===== src/pkg/srp_pkg.sv =====
// Package for the serial receiver PHY and PLL control register bank.
// Assumes an 8-bit register port with 10-bit addresses on core_clk.
package srp_pkg;

  // ****************************************
  // Register addresses
  // ****************************************
  localparam logic [9:0] SRP_ADDR_MASTER_PD = 10'h200;
  localparam logic [9:0] SRP_ADDR_LANE_PD = 10'h201;
  localparam logic [9:0] SRP_ADDR_MISC_PD = 10'h203;
  localparam logic [9:0] SRP_ADDR_RECOV_RST = 10'h206;
  localparam logic [9:0] SRP_ADDR_RECOV_MODE = 10'h230;
  localparam logic [9:0] SRP_ADDR_EQ_BIAS = 10'h268;
  localparam logic [9:0] SRP_ADDR_PLL_CTRL = 10'h280;
  localparam logic [9:0] SRP_ADDR_PLL_STATUS = 10'h281;

  // ****************************************
  // Field positions
  // ****************************************
  localparam int SRP_BIT_MASTER_PD = 0;
  localparam int SRP_BIT_SYNC_PD = 1;
  localparam int SRP_BIT_RECOV_RST_N = 0;
  localparam int SRP_BIT_HALF_RATE = 5;
  localparam int SRP_BIT_OVERSAMP = 1;
  localparam int SRP_BIT_SWING = 0;
  localparam int SRP_BIT_PLL_EN = 0;
  localparam int SRP_BIT_PLL_RECAL = 2;
  localparam int SRP_BIT_LOCKED = 0;
  localparam int SRP_BIT_CAL_DONE = 3;
  localparam int SRP_BIT_OVR_HIGH = 5;

  // ****************************************
  // Reset values
  // ****************************************
  localparam logic [7:0] SRP_RST_MASTER_PD = 8'h01;
  localparam logic [7:0] SRP_RST_LANE_PD = 8'h00;
  localparam logic [7:0] SRP_RST_MISC_PD = 8'h00;
  localparam logic [7:0] SRP_RST_RECOV_RST = 8'h01;
  localparam logic [7:0] SRP_RST_RECOV_MODE = 8'h28;
  localparam logic [7:0] SRP_RST_EQ_BIAS = 8'h62;
  localparam logic [7:0] SRP_RST_PLL_CTRL = 8'h00;

  // Equalizer power codes
  localparam logic [1:0] SRP_EQ_NORMAL = 2'h0;
  localparam logic [1:0] SRP_EQ_LOW_POWER = 2'h1;

  typedef struct packed {
    logic [7:0] master_pd;
    logic [7:0] lane_pd;
    logic [7:0] misc_pd;
    logic [7:0] recov_rst;
    logic [7:0] recov_mode;
    logic [7:0] eq_bias;
    logic [7:0] pll_ctrl;
    logic [7:0] rd_data;
    logic cal_start;
    logic [1:0] locked_sync;
    logic [1:0] cal_done_sync;
    logic [1:0] ovr_sync;
  } srp_state_t;

endpackage


===== src/srp_regs.sv =====
// Serial receiver PHY and PLL control register bank.
// Assumes the serial configuration port is decoded to write/read strobes on core_clk,
// and PLL status levels arrive from the analog side asynchronously.
// Reserved bits are stored and read back as written;
// unmapped reads return zero and unmapped writes vanish.
module srp_regs
  import srp_pkg::*;
(
  input wire logic core_clk,
  input wire logic sys_rst,
  input wire logic cfg_wr,
  input wire logic cfg_rd,
  input wire logic [9:0] cfg_addr,
  input wire logic [7:0] cfg_wdata,
  output logic [7:0] cfg_rdata,
  input wire logic pll_locked_in,
  input wire logic pll_cal_done_in,
  input wire logic pll_overrange_in,
  output logic receiver_master_powerdown,
  output logic [3:0] lane_phy_powerdown_bits,
  output logic sync_buffer_powerdown,
  output logic recovery_reset_n,
  output logic half_rate_recovery_en,
  output logic input_oversample_en,
  output logic sync_out_swing_sel,
  output logic [1:0] equalizer_power_sel,
  output logic serial_pll_en,
  output logic serial_pll_cal_start
);

  srp_state_t st;
  srp_state_t next_st;
  logic [7:0] status_word;
  logic wr_master;
  logic wr_lane;
  logic wr_misc;
  logic wr_recov_rst;
  logic wr_recov_mode;
  logic wr_eq_bias;
  logic wr_pll_ctrl;
  logic recal_rise;
  logic enable_rise;
  logic [7:0] rd_word;

  // ****************************************
  // Status word
  // ****************************************
  always_comb begin
    status_word = 8'h00;
    status_word[SRP_BIT_LOCKED] = st.locked_sync[1];
    status_word[SRP_BIT_CAL_DONE] = st.cal_done_sync[1];
    status_word[SRP_BIT_OVR_HIGH] = st.ovr_sync[1];
  end

  // ****************************************
  // Write decode
  // ****************************************
  always_comb begin
    wr_master = 1'b0;
    wr_lane = 1'b0;
    wr_misc = 1'b0;
    wr_recov_rst = 1'b0;
    wr_recov_mode = 1'b0;
    wr_eq_bias = 1'b0;
    wr_pll_ctrl = 1'b0;
    if (cfg_wr) begin
      case (cfg_addr)
        SRP_ADDR_MASTER_PD: wr_master = 1'b1;
        SRP_ADDR_LANE_PD: wr_lane = 1'b1;
        SRP_ADDR_MISC_PD: wr_misc = 1'b1;
        SRP_ADDR_RECOV_RST: wr_recov_rst = 1'b1;
        SRP_ADDR_RECOV_MODE: wr_recov_mode = 1'b1;
        SRP_ADDR_EQ_BIAS: wr_eq_bias = 1'b1;
        SRP_ADDR_PLL_CTRL: wr_pll_ctrl = 1'b1;
        SRP_ADDR_PLL_STATUS: ;
        default: ;
      endcase
    end
  end

  // ****************************************
  // Edge detect
  // ****************************************
  // compare with stored
  assign recal_rise = cfg_wdata[SRP_BIT_PLL_RECAL] & ~st.pll_ctrl[SRP_BIT_PLL_RECAL];
  assign enable_rise = cfg_wdata[SRP_BIT_PLL_EN] & ~st.pll_ctrl[SRP_BIT_PLL_EN];

  // ****************************************
  // Read mux
  // ****************************************
  always_comb begin
    case (cfg_addr)
      SRP_ADDR_MASTER_PD: rd_word = st.master_pd;
      SRP_ADDR_LANE_PD: rd_word = st.lane_pd;
      SRP_ADDR_MISC_PD: rd_word = st.misc_pd;
      SRP_ADDR_RECOV_RST: rd_word = st.recov_rst;
      SRP_ADDR_RECOV_MODE: rd_word = st.recov_mode;
      SRP_ADDR_EQ_BIAS: rd_word = st.eq_bias;
      SRP_ADDR_PLL_CTRL: rd_word = st.pll_ctrl;
      SRP_ADDR_PLL_STATUS: rd_word = status_word;
      default: rd_word = 8'h00;
    endcase
  end

  // ****************************************
  // Next state
  // ****************************************
  always_comb begin
    next_st = st;
    next_st.cal_start = 1'b0;
    // Two flops per status level
    next_st.locked_sync = {st.locked_sync[0], pll_locked_in};
    next_st.cal_done_sync = {st.cal_done_sync[0], pll_cal_done_in};
    next_st.ovr_sync = {st.ovr_sync[0], pll_overrange_in};
    // Register writes
    if (wr_master) begin
      next_st.master_pd = cfg_wdata;
    end
    if (wr_lane) begin
      next_st.lane_pd = cfg_wdata;
    end
    if (wr_misc) begin
      next_st.misc_pd = cfg_wdata;
    end
    if (wr_recov_rst) begin
      next_st.recov_rst = cfg_wdata;
    end
    if (wr_recov_mode) begin
      next_st.recov_mode = cfg_wdata;
    end
    if (wr_eq_bias) begin
      next_st.eq_bias = cfg_wdata;
    end
    if (wr_pll_ctrl) begin
      next_st.pll_ctrl = cfg_wdata;
      // One pulse when enable or recal rises, even if both rise in the same write
      next_st.cal_start = recal_rise | enable_rise;
    end
    // Read capture, held between reads
    if (cfg_rd) begin
      next_st.rd_data = rd_word;
    end
  end

  // ****************************************
  // State register
  // ****************************************
  always_ff @(posedge core_clk) begin
    if (sys_rst) begin
      st.master_pd <= SRP_RST_MASTER_PD;
      st.lane_pd <= SRP_RST_LANE_PD;
      st.misc_pd <= SRP_RST_MISC_PD;
      st.recov_rst <= SRP_RST_RECOV_RST;
      st.recov_mode <= SRP_RST_RECOV_MODE;
      st.eq_bias <= SRP_RST_EQ_BIAS;
      st.pll_ctrl <= SRP_RST_PLL_CTRL;
      st.rd_data <= 8'h00;
      st.cal_start <= 1'b0;
      st.locked_sync <= 2'h0;
      st.cal_done_sync <= 2'h0;
      st.ovr_sync <= 2'h0;
    end else begin
      st <= next_st;
    end
  end

  // ****************************************
  // Outputs
  // ****************************************
  assign cfg_rdata = st.rd_data;
  assign receiver_master_powerdown = st.master_pd[SRP_BIT_MASTER_PD];
  assign lane_phy_powerdown_bits = st.lane_pd[3:0];
  assign sync_buffer_powerdown = st.misc_pd[SRP_BIT_SYNC_PD];
  assign recovery_reset_n = st.recov_rst[SRP_BIT_RECOV_RST_N];

  // ****************************************
  // Lane mode and swing
  // ****************************************
  assign half_rate_recovery_en = st.recov_mode[SRP_BIT_HALF_RATE];
  assign input_oversample_en = st.recov_mode[SRP_BIT_OVERSAMP];
  assign sync_out_swing_sel = st.recov_mode[SRP_BIT_SWING];
  assign equalizer_power_sel = st.eq_bias[7:6];

  // ****************************************
  // PLL control
  // ****************************************
  // PLL enable level
  assign serial_pll_en = st.pll_ctrl[SRP_BIT_PLL_EN];
  assign serial_pll_cal_start = st.cal_start;

endmodule


===== config.mk =====
export PLATFORM = sky130hd
export DESIGN_NAME = srp_regs
export DESIGN_NICKNAME = d
export VERILOG_FILES = /design/src/pkg/srp_pkg.sv /design/src/srp_regs.sv
export SDC_FILE = /design/constraint.sdc
export NUM_CORES = 1
export LEC_CHECK = 0
export BUFFER_PORTS_ARGS = -buffer_cell sky130_fd_sc_hd__buf_4
export CAP_MARGIN = 10
export CELL_PAD_IN_SITES_DETAIL_PLACEMENT = 2
export CELL_PAD_IN_SITES_GLOBAL_PLACEMENT = 2
export CORE_AREA = 2 2 100 102
export DETAILED_ROUTE_END_ITERATION = 8
export DIE_AREA = 0 0 102 104
export GPL_TIMING_DRIVEN = 0
export PLACE_DENSITY = 0.85
export SETUP_SLACK_MARGIN = 0.15
export SLEW_MARGIN = 0
export SYNTH_ARGS = -nofsm -noshare
export SYNTH_HDL_FRONTEND = slang
export SYNTH_SLANG_ARGS = --single-unit

===== constraint.sdc =====
create_clock -name core_clk -period 2.41 [get_ports core_clk]
set_input_delay 0.1205 -clock core_clk [delete_from_list [all_inputs] [get_ports core_clk]]
set_output_delay 0.1205 -clock core_clk [all_outputs]
set_load 0.02 [all_outputs]

[Yosys cells after proc, flatten, opt, wreduce, memory -nomap -nowiden]
Cells that the tools add are included.
Storage, ports and cells
  flip-flop bits (word level): 71
  word-level logic and storage cells: 42
  output and inout port bits: 22
  input bits: 25
Operators by class
  muxes and demuxes: 15
  reductions and logical operators: 1
  eq/ne operators: 8
  bitwise operators: 6
Operators with widths (count)
  $eq A10 B10 Y1 const B: 8
  $pmux W8 S8: 1
  $mux W1: 14
  $not A1 Y1: 3
  $and A1 B1 Y1: 2
  $reduce_or A2 Y1: 1
  $or A1 B1 Y1: 1

[Logic depth before layout (Yosys ltp)]
Gate-level depths: netlist of run 1.
  depth after elaboration: 5
  mapped depth: 8
  mapped depth without buffers: 5

[Worst setup path before layout of run 1]
No wires, ideal clock.
  path kind: register to register
  start: register st, in the netlist serial_pll_en
  end: register st, in the netlist cfg_rdata[0]
  data required time: 2.340 ns
  period minus slack after synthesis: 1.160 ns
  setup time: 0.070 ns
  path buffers: 0
  setup slack: 1.250 ns
  stages on the path, launching flop included: 6
  arrival time: 1.090 ns
  cells stage by stage: dfxtp_1 > inv_1 > o21ai_0 > a32oi_1 > a41o_1 > a21oi_1
On the way
  word-level cells in the longest chain between the ends: 1
RTL lines
  start, declared: line srp_regs.sv:31  | srp_state_t st;
  start signal, assigned: line srp_regs.sv:163  | st <= next_st;
  $pmux W8 S8: line srp_regs.sv:92  | case (cfg_addr)
Every way passes these cells.
A chain may end at the register's enable or synchronous reset.

[Worst setup path after layout of run 1]
  start: input cfg_addr[6]
  end: register st, in the netlist cfg_rdata[0]
On the way
  word-level cells in the longest chain between the ends: 2
  elaborated cells between the ends (all ways): 9
  classes of those cells: eq/ne (8); mux (1)
RTL lines
  start, declared: line srp_regs.sv:13  | input wire logic [9:0] cfg_addr,
  $eq A10 B10 Y1: line srp_regs.sv:92
  $pmux W8 S8 (*): line srp_regs.sv:92
Mark *: on every way between the ends. The rest lies on a longest branch, timed or not.

==> flow_summary.yaml, run 1 <==
timing:
  final.min_clock_period_ps: 2130
  skew_ps: 8.703
  drv_slew: 0
  setup_slack_ps: 279.7
  relSlewSlack_pct: 30.78
  worst_slew_pin_slew_ps: 1030
  rsz0062_at_grt: "no"
  period_share_pct: 88.40
  setup_viol: 0
  max_freq_ghz: 0.4694
  hold_viol_final: 0
clock_network:
  cts_inserted_buffers: 9
  clock_path_buffers: 2
  cts_tree: "built"
  cts_root_buffer: "clkbuf_8"
  cts_sinks: 71
  postCtsSetupRepairBufs: 0
  cts_max_level: 3
  insertion_delay_ps: 350
  clkTransAtPathRegs_ps: 80
worst_setup_path:
  cp_max_fo: 6
  reg2reg_depth: 5
  cpPeakStageDelay_ps: 820
  end_kind: "flop"
  arrival_ps: 2410
  path_cells: "buf_4 > or4b_4 > buf_6 > nor3_1 > a32oi_1 > a41o_1 > a21oi_1"
  crit_required_ps: 2690
  path_buf_inv: 2
  crit_slowest_cell: "nor3_1"
  critical-path-top-delay-family: "simple AND/OR/NAND/NOR gates"
  path_depth: 7
  critical_path_class: "in -> reg"
  critPathLaunchType: "input pin"
die:
  start_util_pct: 34.20
  die_area_um2: 10610
  die_x_um: 102
  rows: 36
  ioPinCount: 47
  fp.dieH_um: 104
  core_um2: 9549
route:
  first_iter_violations: 90
  dr.pass1.iters: 4
  postRouteAntennaNets: 0
  avgViaCountPerCell: 5.381
  wl_per_cell_um: 20.67
  drc_errors: 0
  drt_wl_total_um: 11500
  via_count: 2992
synthesis:
  synth.most_common_cell: "dfxtp_1"
  syn_inst: 362
  yosysSeqAreaShare_pct: 43.52
  netlist-cell-type-count: 44
  ys_async_sr_fraction_pct: 0
  syn_area_per_cell_um2: 9.021
  synth_ff_type: "dfxtp_1"
  ys_ff_latch: 71
  yosys.area.top_type: "dfxtp_1"
  postSynthNetCount: 387
  ys_warn_count: 0
  synth.area.top_cells: "dfxtp_1 44%, mux2i_1 12%, nand2_1 4.7%"
  synth_edf_count: 0
  synth_top_area_share_pct: 43.52
  netlist_area_um2: 3266
  synth_commonest_cells: "71 x dfxtp_1, 41 x nand2_1, 41 x nor2_1, 40 x mux2i_1, 20 x clkbuf_1"
placed_design:
  dp_hpwl_um: 8021
  portBuffers: 42
  post_dp_cell_area_um2: 3747
  pre_cts_ws_ps: -386.9
  gp_congestion: 0.7802
power:
  power_density_nw_per_um2: 586.9
  p_leak_uw: 0.001548
  ir_drop_uv: 264.4
min_path:
  hp-class: "in -> reg"
  hold_path_depth: 2
layout:
  n_antenna_cell: 0
  fin_nets: 443
  final_layout_size_suffix_gt1_share_pct: 20.09
  post-route-util_pct: 41.99
  final_cell_area_um2: 4010
  area_growth_pct: 22.80
global_routing:
  grt_pass1_vias: 3229
  grt_pass1_wl_um: 18110
  grt_max_degree: 13
  grt.total_usage_pct: 22.45
  grt-ovfl-total: 0
  antenna_found_initial: 0
outcome:
  status: "finished clean"
run:
  max-cap-violations: 0
-- kinds of logic after synthesis --
group,count (synthesis),synth area share [%]
DFF,71,43.52
muxes,40,12.26
buffers and inverters,43,7.049
AOI/OAI and AO/OA,68,15.71
and+or+nand+nor,140,21.46
-- metal layers --
| layer | GRT usage, % | routed length (um) |
|---|---|---|
| met1 | 28.32 | 5065 |
| met2 | 38.30 | 5825 |
| met3 | 3.427 | 361 |
| met4 | 8.095 | 242 |
| met5 | 0 | 0 |
-- per-stage QoR --
step	hold slack [ps]	total power (uW)	setup TNS, ps	std cells
finish	59.98	2353	0	556
global route	51.87	2440	0	556
CTS	46.85	2365	0	556
detailed placement	337.7	1354	-1700	537
global placement	336.1	1349	-184.2	537
floorplan	238.4	1273	0	362
-- repair_timing --
action | CTS | global route
setup endpoints to repair | 3 | 12
gates resized for setup | 2 | 4
endpoints found under the hold margin | 3 | 0
hold buffers | 3 | 0
-- area by class of cell --
class                      instances  area [um2]
multi-input combinational        248        1638
clock inverter                     5       56.30
timing repair buffer              45       345.3
sequential                        71        1421
tap                              133       166.4
inverter                           5       18.77
fill                            1090        5539
clock buffer                      11       151.4
buffer                            38       212.7
-- placed cells by master (no fill, tap or decap), drive strengths merged, types with 2 or more instances in the layout --
cell          n
a211o         3
nor3          8
clkbuf       31
buf          60
or3           3
a21boi        2
mux2i        40
o211a         3
a21oi        19
nor4          2
a22o          8
nor2         41
and3b         2
nand3b        4
a31o          2
o21ai         2
a32o          2
a22oi         7
inv           5
a32oi         8
nand2b        3
clkinv        3
dlygate4sd3   3
and3          2
nand3        16
o2bb2ai       2
nand2        41
a221oi        5
a41o          3
dfxtp        71
nor2b        11
-- final timing paths --
path	startpoint	end	slack (ps)
worst max-delay path	cfg_addr[6]	cfg_rdata[0]	280
worst min-delay path	cfg_wdata[5]	half_rate_recovery_en	60
worst max register to register	serial_pll_en	cfg_rdata[0]	1120
worst min register to register	next_st[3]	st[3]	450
-- sequential cells by signal, indices dropped and copies added, names as in the netlist --
| register | flops |
|---|---|
| cfg_rdata | 8 |
| equalizer_power_sel | 2 |
| half_rate_recovery_en | 1 |
| input_oversample_en | 1 |
| lane_phy_powerdown_bits | 4 |
| next_st | 3 |
| receiver_master_powerdown | 1 |
| recovery_reset_n | 1 |
| serial_pll_cal_start | 1 |
| serial_pll_en | 1 |
| st | 46 |
| sync_buffer_powerdown | 1 |
| sync_out_swing_sel | 1 |
-- worst reg2reg max path: stages, from the launching register on --
cell and delay [ps]:
dfxtp_1 360, inv_1 80, o21ai_0 210, a32oi_1 180, a41o_1 290, a21oi_1 110
-- power breakdown --
part | internal, uW | switching, uW
sequential | 1180 | 1.31
clock | 533 | 485
combinational | 52.5 | 104
total | 1760 | 591
Power figures use the tool's default switching activity.
==> run 2, diff against run 1 <==
--- a/config.mk
+++ b/config.mk
@@ -5,15 +5,17 @@
 export SDC_FILE = /design/constraint.sdc
 export NUM_CORES = 1
 export LEC_CHECK = 0
+export ABC_AREA = 1
 export BUFFER_PORTS_ARGS = -buffer_cell sky130_fd_sc_hd__buf_4
 export CAP_MARGIN = 10
 export CELL_PAD_IN_SITES_DETAIL_PLACEMENT = 2
 export CELL_PAD_IN_SITES_GLOBAL_PLACEMENT = 2
-export CORE_AREA = 2 2 100 102
+export CORE_AREA = 2 2 107 109
 export DETAILED_ROUTE_END_ITERATION = 8
-export DIE_AREA = 0 0 102 104
+export DIE_AREA = 0 0 109 111
 export GPL_TIMING_DRIVEN = 0
-export PLACE_DENSITY = 0.85
+export PLACE_DENSITY = 0.84
+export RECOVER_POWER = 50
 export SETUP_SLACK_MARGIN = 0.15
 export SLEW_MARGIN = 0
 export SYNTH_ARGS = -nofsm -noshare
==> run 2 against run 1 <==
Compared with the run above: sequential power is essentially flat; global-route usage shrank 1.2 points; first-iteration DRC count grew 11%; die area grew 14%; worst hold slack lost 53 ps; clock skew shrank 3.8 ps; largest cell class unchanged; sequential share of layout area shrank 0.62 points; combinational power is essentially flat; final area grew 1.8%.
==> flow_summary.yaml, run 2 <==
worst_setup_path:
  critical-path-top-delay-family: "simple AND/OR/NAND/NOR gates"
  cpPeakStageDelay_ps: 600
  path_cells: "buf_4 > nor2_1 > nand3_4 > nor2_1 > nand2_1 > nand2_1 > nor2_1 > nand2_1 > nand2_1 > a21oi_2"
  path_buf_inv: 1
  crit_slowest_cell: "nor2_1"
  critPathLaunchType: "input pin"
  rrSetupSlack_ps: 1370
  end_kind: "flop"
  cp_max_fo: 8
  cp_common_cell: "nand2_1"
  critical_path_class: "in -> reg"
  arrival_ps: 1970
  crit_required_ps: 2680
clock_network:
  insertion_delay_ps: 340
  cts_root_buffer: "clkbuf_16"
  clock_path_buffers: 2
  cts_tree: "built"
  cts_inserted_buffers: 9
  clkTransAtPathRegs_ps: 50
  cts_max_level: 3
  cts_sinks: 71
layout:
  post-route-util_pct: 36.85
  area_growth_pct: 19.18
  fin_nets: 560
  final_common_cell: "nand2_1"
  seqCellArea_um2: 1421
  final_cell_mix: "109 x nand2_1, 71 x dfxtp_1, 69 x nor2_1, 50 x inv_1, 39 x o21ai_0"
  multi_input_area_um2: 1549
  n_antenna_cell: 0
  fillers: 1316
  largest_reg_flops: 46
  final_layout_size_suffix_gt1_share_pct: 15.80
  top_register: "st"
die:
  die_x_um: 109
  rows: 39
  start_util_pct: 30.92
  ioPinCount: 47
  fp.dieH_um: 111
  core_um2: 11080
  die_area_um2: 12100
global_routing:
  grt_pass1_vias: 3722
  grt.total_usage_pct: 21.21
  antenna_found_initial: 0
  grt_pass1_wl_um: 19530
  grt_max_degree: 11
  grt-ovfl-total: 0
run:
  max-cap-violations: 0
synthesis:
  synth.area.top_cells: "dfxtp_1 42%, nand2_1 12%, nor2_1 7.1%"
  yosys.area.top_type: "dfxtp_1"
  ys_ff_latch: 71
  postSynthNetCount: 504
  synth_edf_count: 0
  synth_top_family_by_area: "simple AND/OR/NAND/NOR gates"
  netlist_area_um2: 3425
  synthAdderAreaFrac_pct: 0
  syn_area_per_cell_um2: 7.149
  synth.most_common_cell: "nand2_1"
  syn_inst: 479
  synthXorXnorAreaFrac_pct: 0
  ys_async_sr_fraction_pct: 0
  synth_top_area_share_pct: 41.51
  synth_ff_type: "dfxtp_1"
  synth-simple-area-share_pct: 32.08
  yosysSeqAreaShare_pct: 41.51
  synth_compound_area_share_pct: 14.54
  ys_warn_count: 0
  muxShareOfSynthArea_pct: 0
  netlist-cell-type-count: 28
  synth_commonest_cells: "109 x nand2_1, 71 x dfxtp_1, 65 x nor2_1, 50 x inv_1, 39 x o21ai_0"
timing:
  rsz0062_at_grt: "no"
  setup_slack_ps: 706.7
  period_share_pct: 70.68
  drv_slew: 0
  worst_slew_pin_slew_ps: 941.2
  max_freq_ghz: 0.5871
  hold_viol_final: 0
  setup_tns_ps: 0
  final.min_clock_period_ps: 1703
  setup_viol: 0
  skew_ps: 4.874
  relSlewSlack_pct: 37.02
placed_design:
  pre_cts_ws_ps: 871.0
  dp_hpwl_um: 8852
  portBuffers: 44
  gp_congestion: 0.7854
route:
  avgViaCountPerCell: 4.994
  wl_per_cell_um: 17.61
  first_iter_violations: 100
  postRouteAntennaNets: 0
  drc_errors: 0
  drt_wl_total_um: 12000
  via_count: 3401
  dr.pass1.iters: 6
power:
  power_density_nw_per_um2: 627.1
  p_leak_uw: 0.001764
  ir_drop_uv: 234.1
min_path:
  hp-class: "in -> reg"
outcome:
  status: "finished clean"
run 2: cell count changes after synthesis, moves of 15 or more:
cell,change
nand2_1,+68
inv_1,+45
mux2i_1,-40
o21ai_0,+37
nor2_1,+24
nand3_1,+19
a21oi_1,+17
clkbuf_1,-15
run 2: layout make-up:
class                   instances  area share (%)
clock buffers                  13           6.376
plain buffers                  27           4.384
clock inverters                 1          0.1226
multi-input cells             326           37.95
flip-flops and latches         71           34.83
repair buffers                 45           6.591
inverters                      55           5.365
well taps                     143           4.384
run 2: metrics by stage:
step           total power, uW  hold slack [ps]  instances  instance area (um2)
6_report                  2559            7.066        681                 4081
3_5_place_dp              1364            334.3        666                 3934
2_1_floorplan             1278            227.5        479                 3425
3_3_place_gp              1356            327.8        666                 3934
4_1_cts                   2573            14.28        681                 4209
5_1_grt                   2636            38.68        681                 4081
run 2: power breakdown:
group / total [uW] / internal (uW) / switching [uW]
Sequential: 1180 / 1180 / 2.00
Combinational: 154 / 47.3 / 106
Clock: 1220 / 740 / 484
Total: 2560 / 1970 / 593
run 2: timing repair:
| item | 4_1_cts | 5_1_grt |
|---|---|---|
| hold buffers | 1 | 0 |
| hold endpoints to repair | 1 | 0 |
| buffers inserted | 0 | 0 |
| resized for setup | 0 | 0 |
run 2: path summary, 6_finish.rpt:
kind                                      to  cells after the start             from
worst max-delay path            cfg_rdata[2]                     10      cfg_addr[2]
worst min register to register         st[3]                      2       next_st[3]
worst max register to register  cfg_rdata[4]                      6           st[35]
worst min-delay path              next_st[3]                      3  pll_cal_done_in
run 2: cell families (layout without fill, tap and decap cells):
logic type             after synthesis  after routing
DFF                                 71             71
and+or+nand+nor                    234            234
AOI/OAI and AO/OA                   92             92
buffers and inverters               82            141
run 2: per-layer routing:
metal	global-route usage, %	part of all wire, %	vias up
met3	1.822	3.5	27
met1	26.06	42	1683
met5	0	0	-
met2	36.94	52	65
li1	-	-	1626
met4	9.658	2.8	0
run 2: worst reg2reg max path, delay by kind of cell (launching register included):
kind	cells	cell delay (ps)
AND/OR/NAND/NOR	4	480
flip-flops	1	310
AO/OA/AOI/OAI	1	110
buffers and inverters	1	60
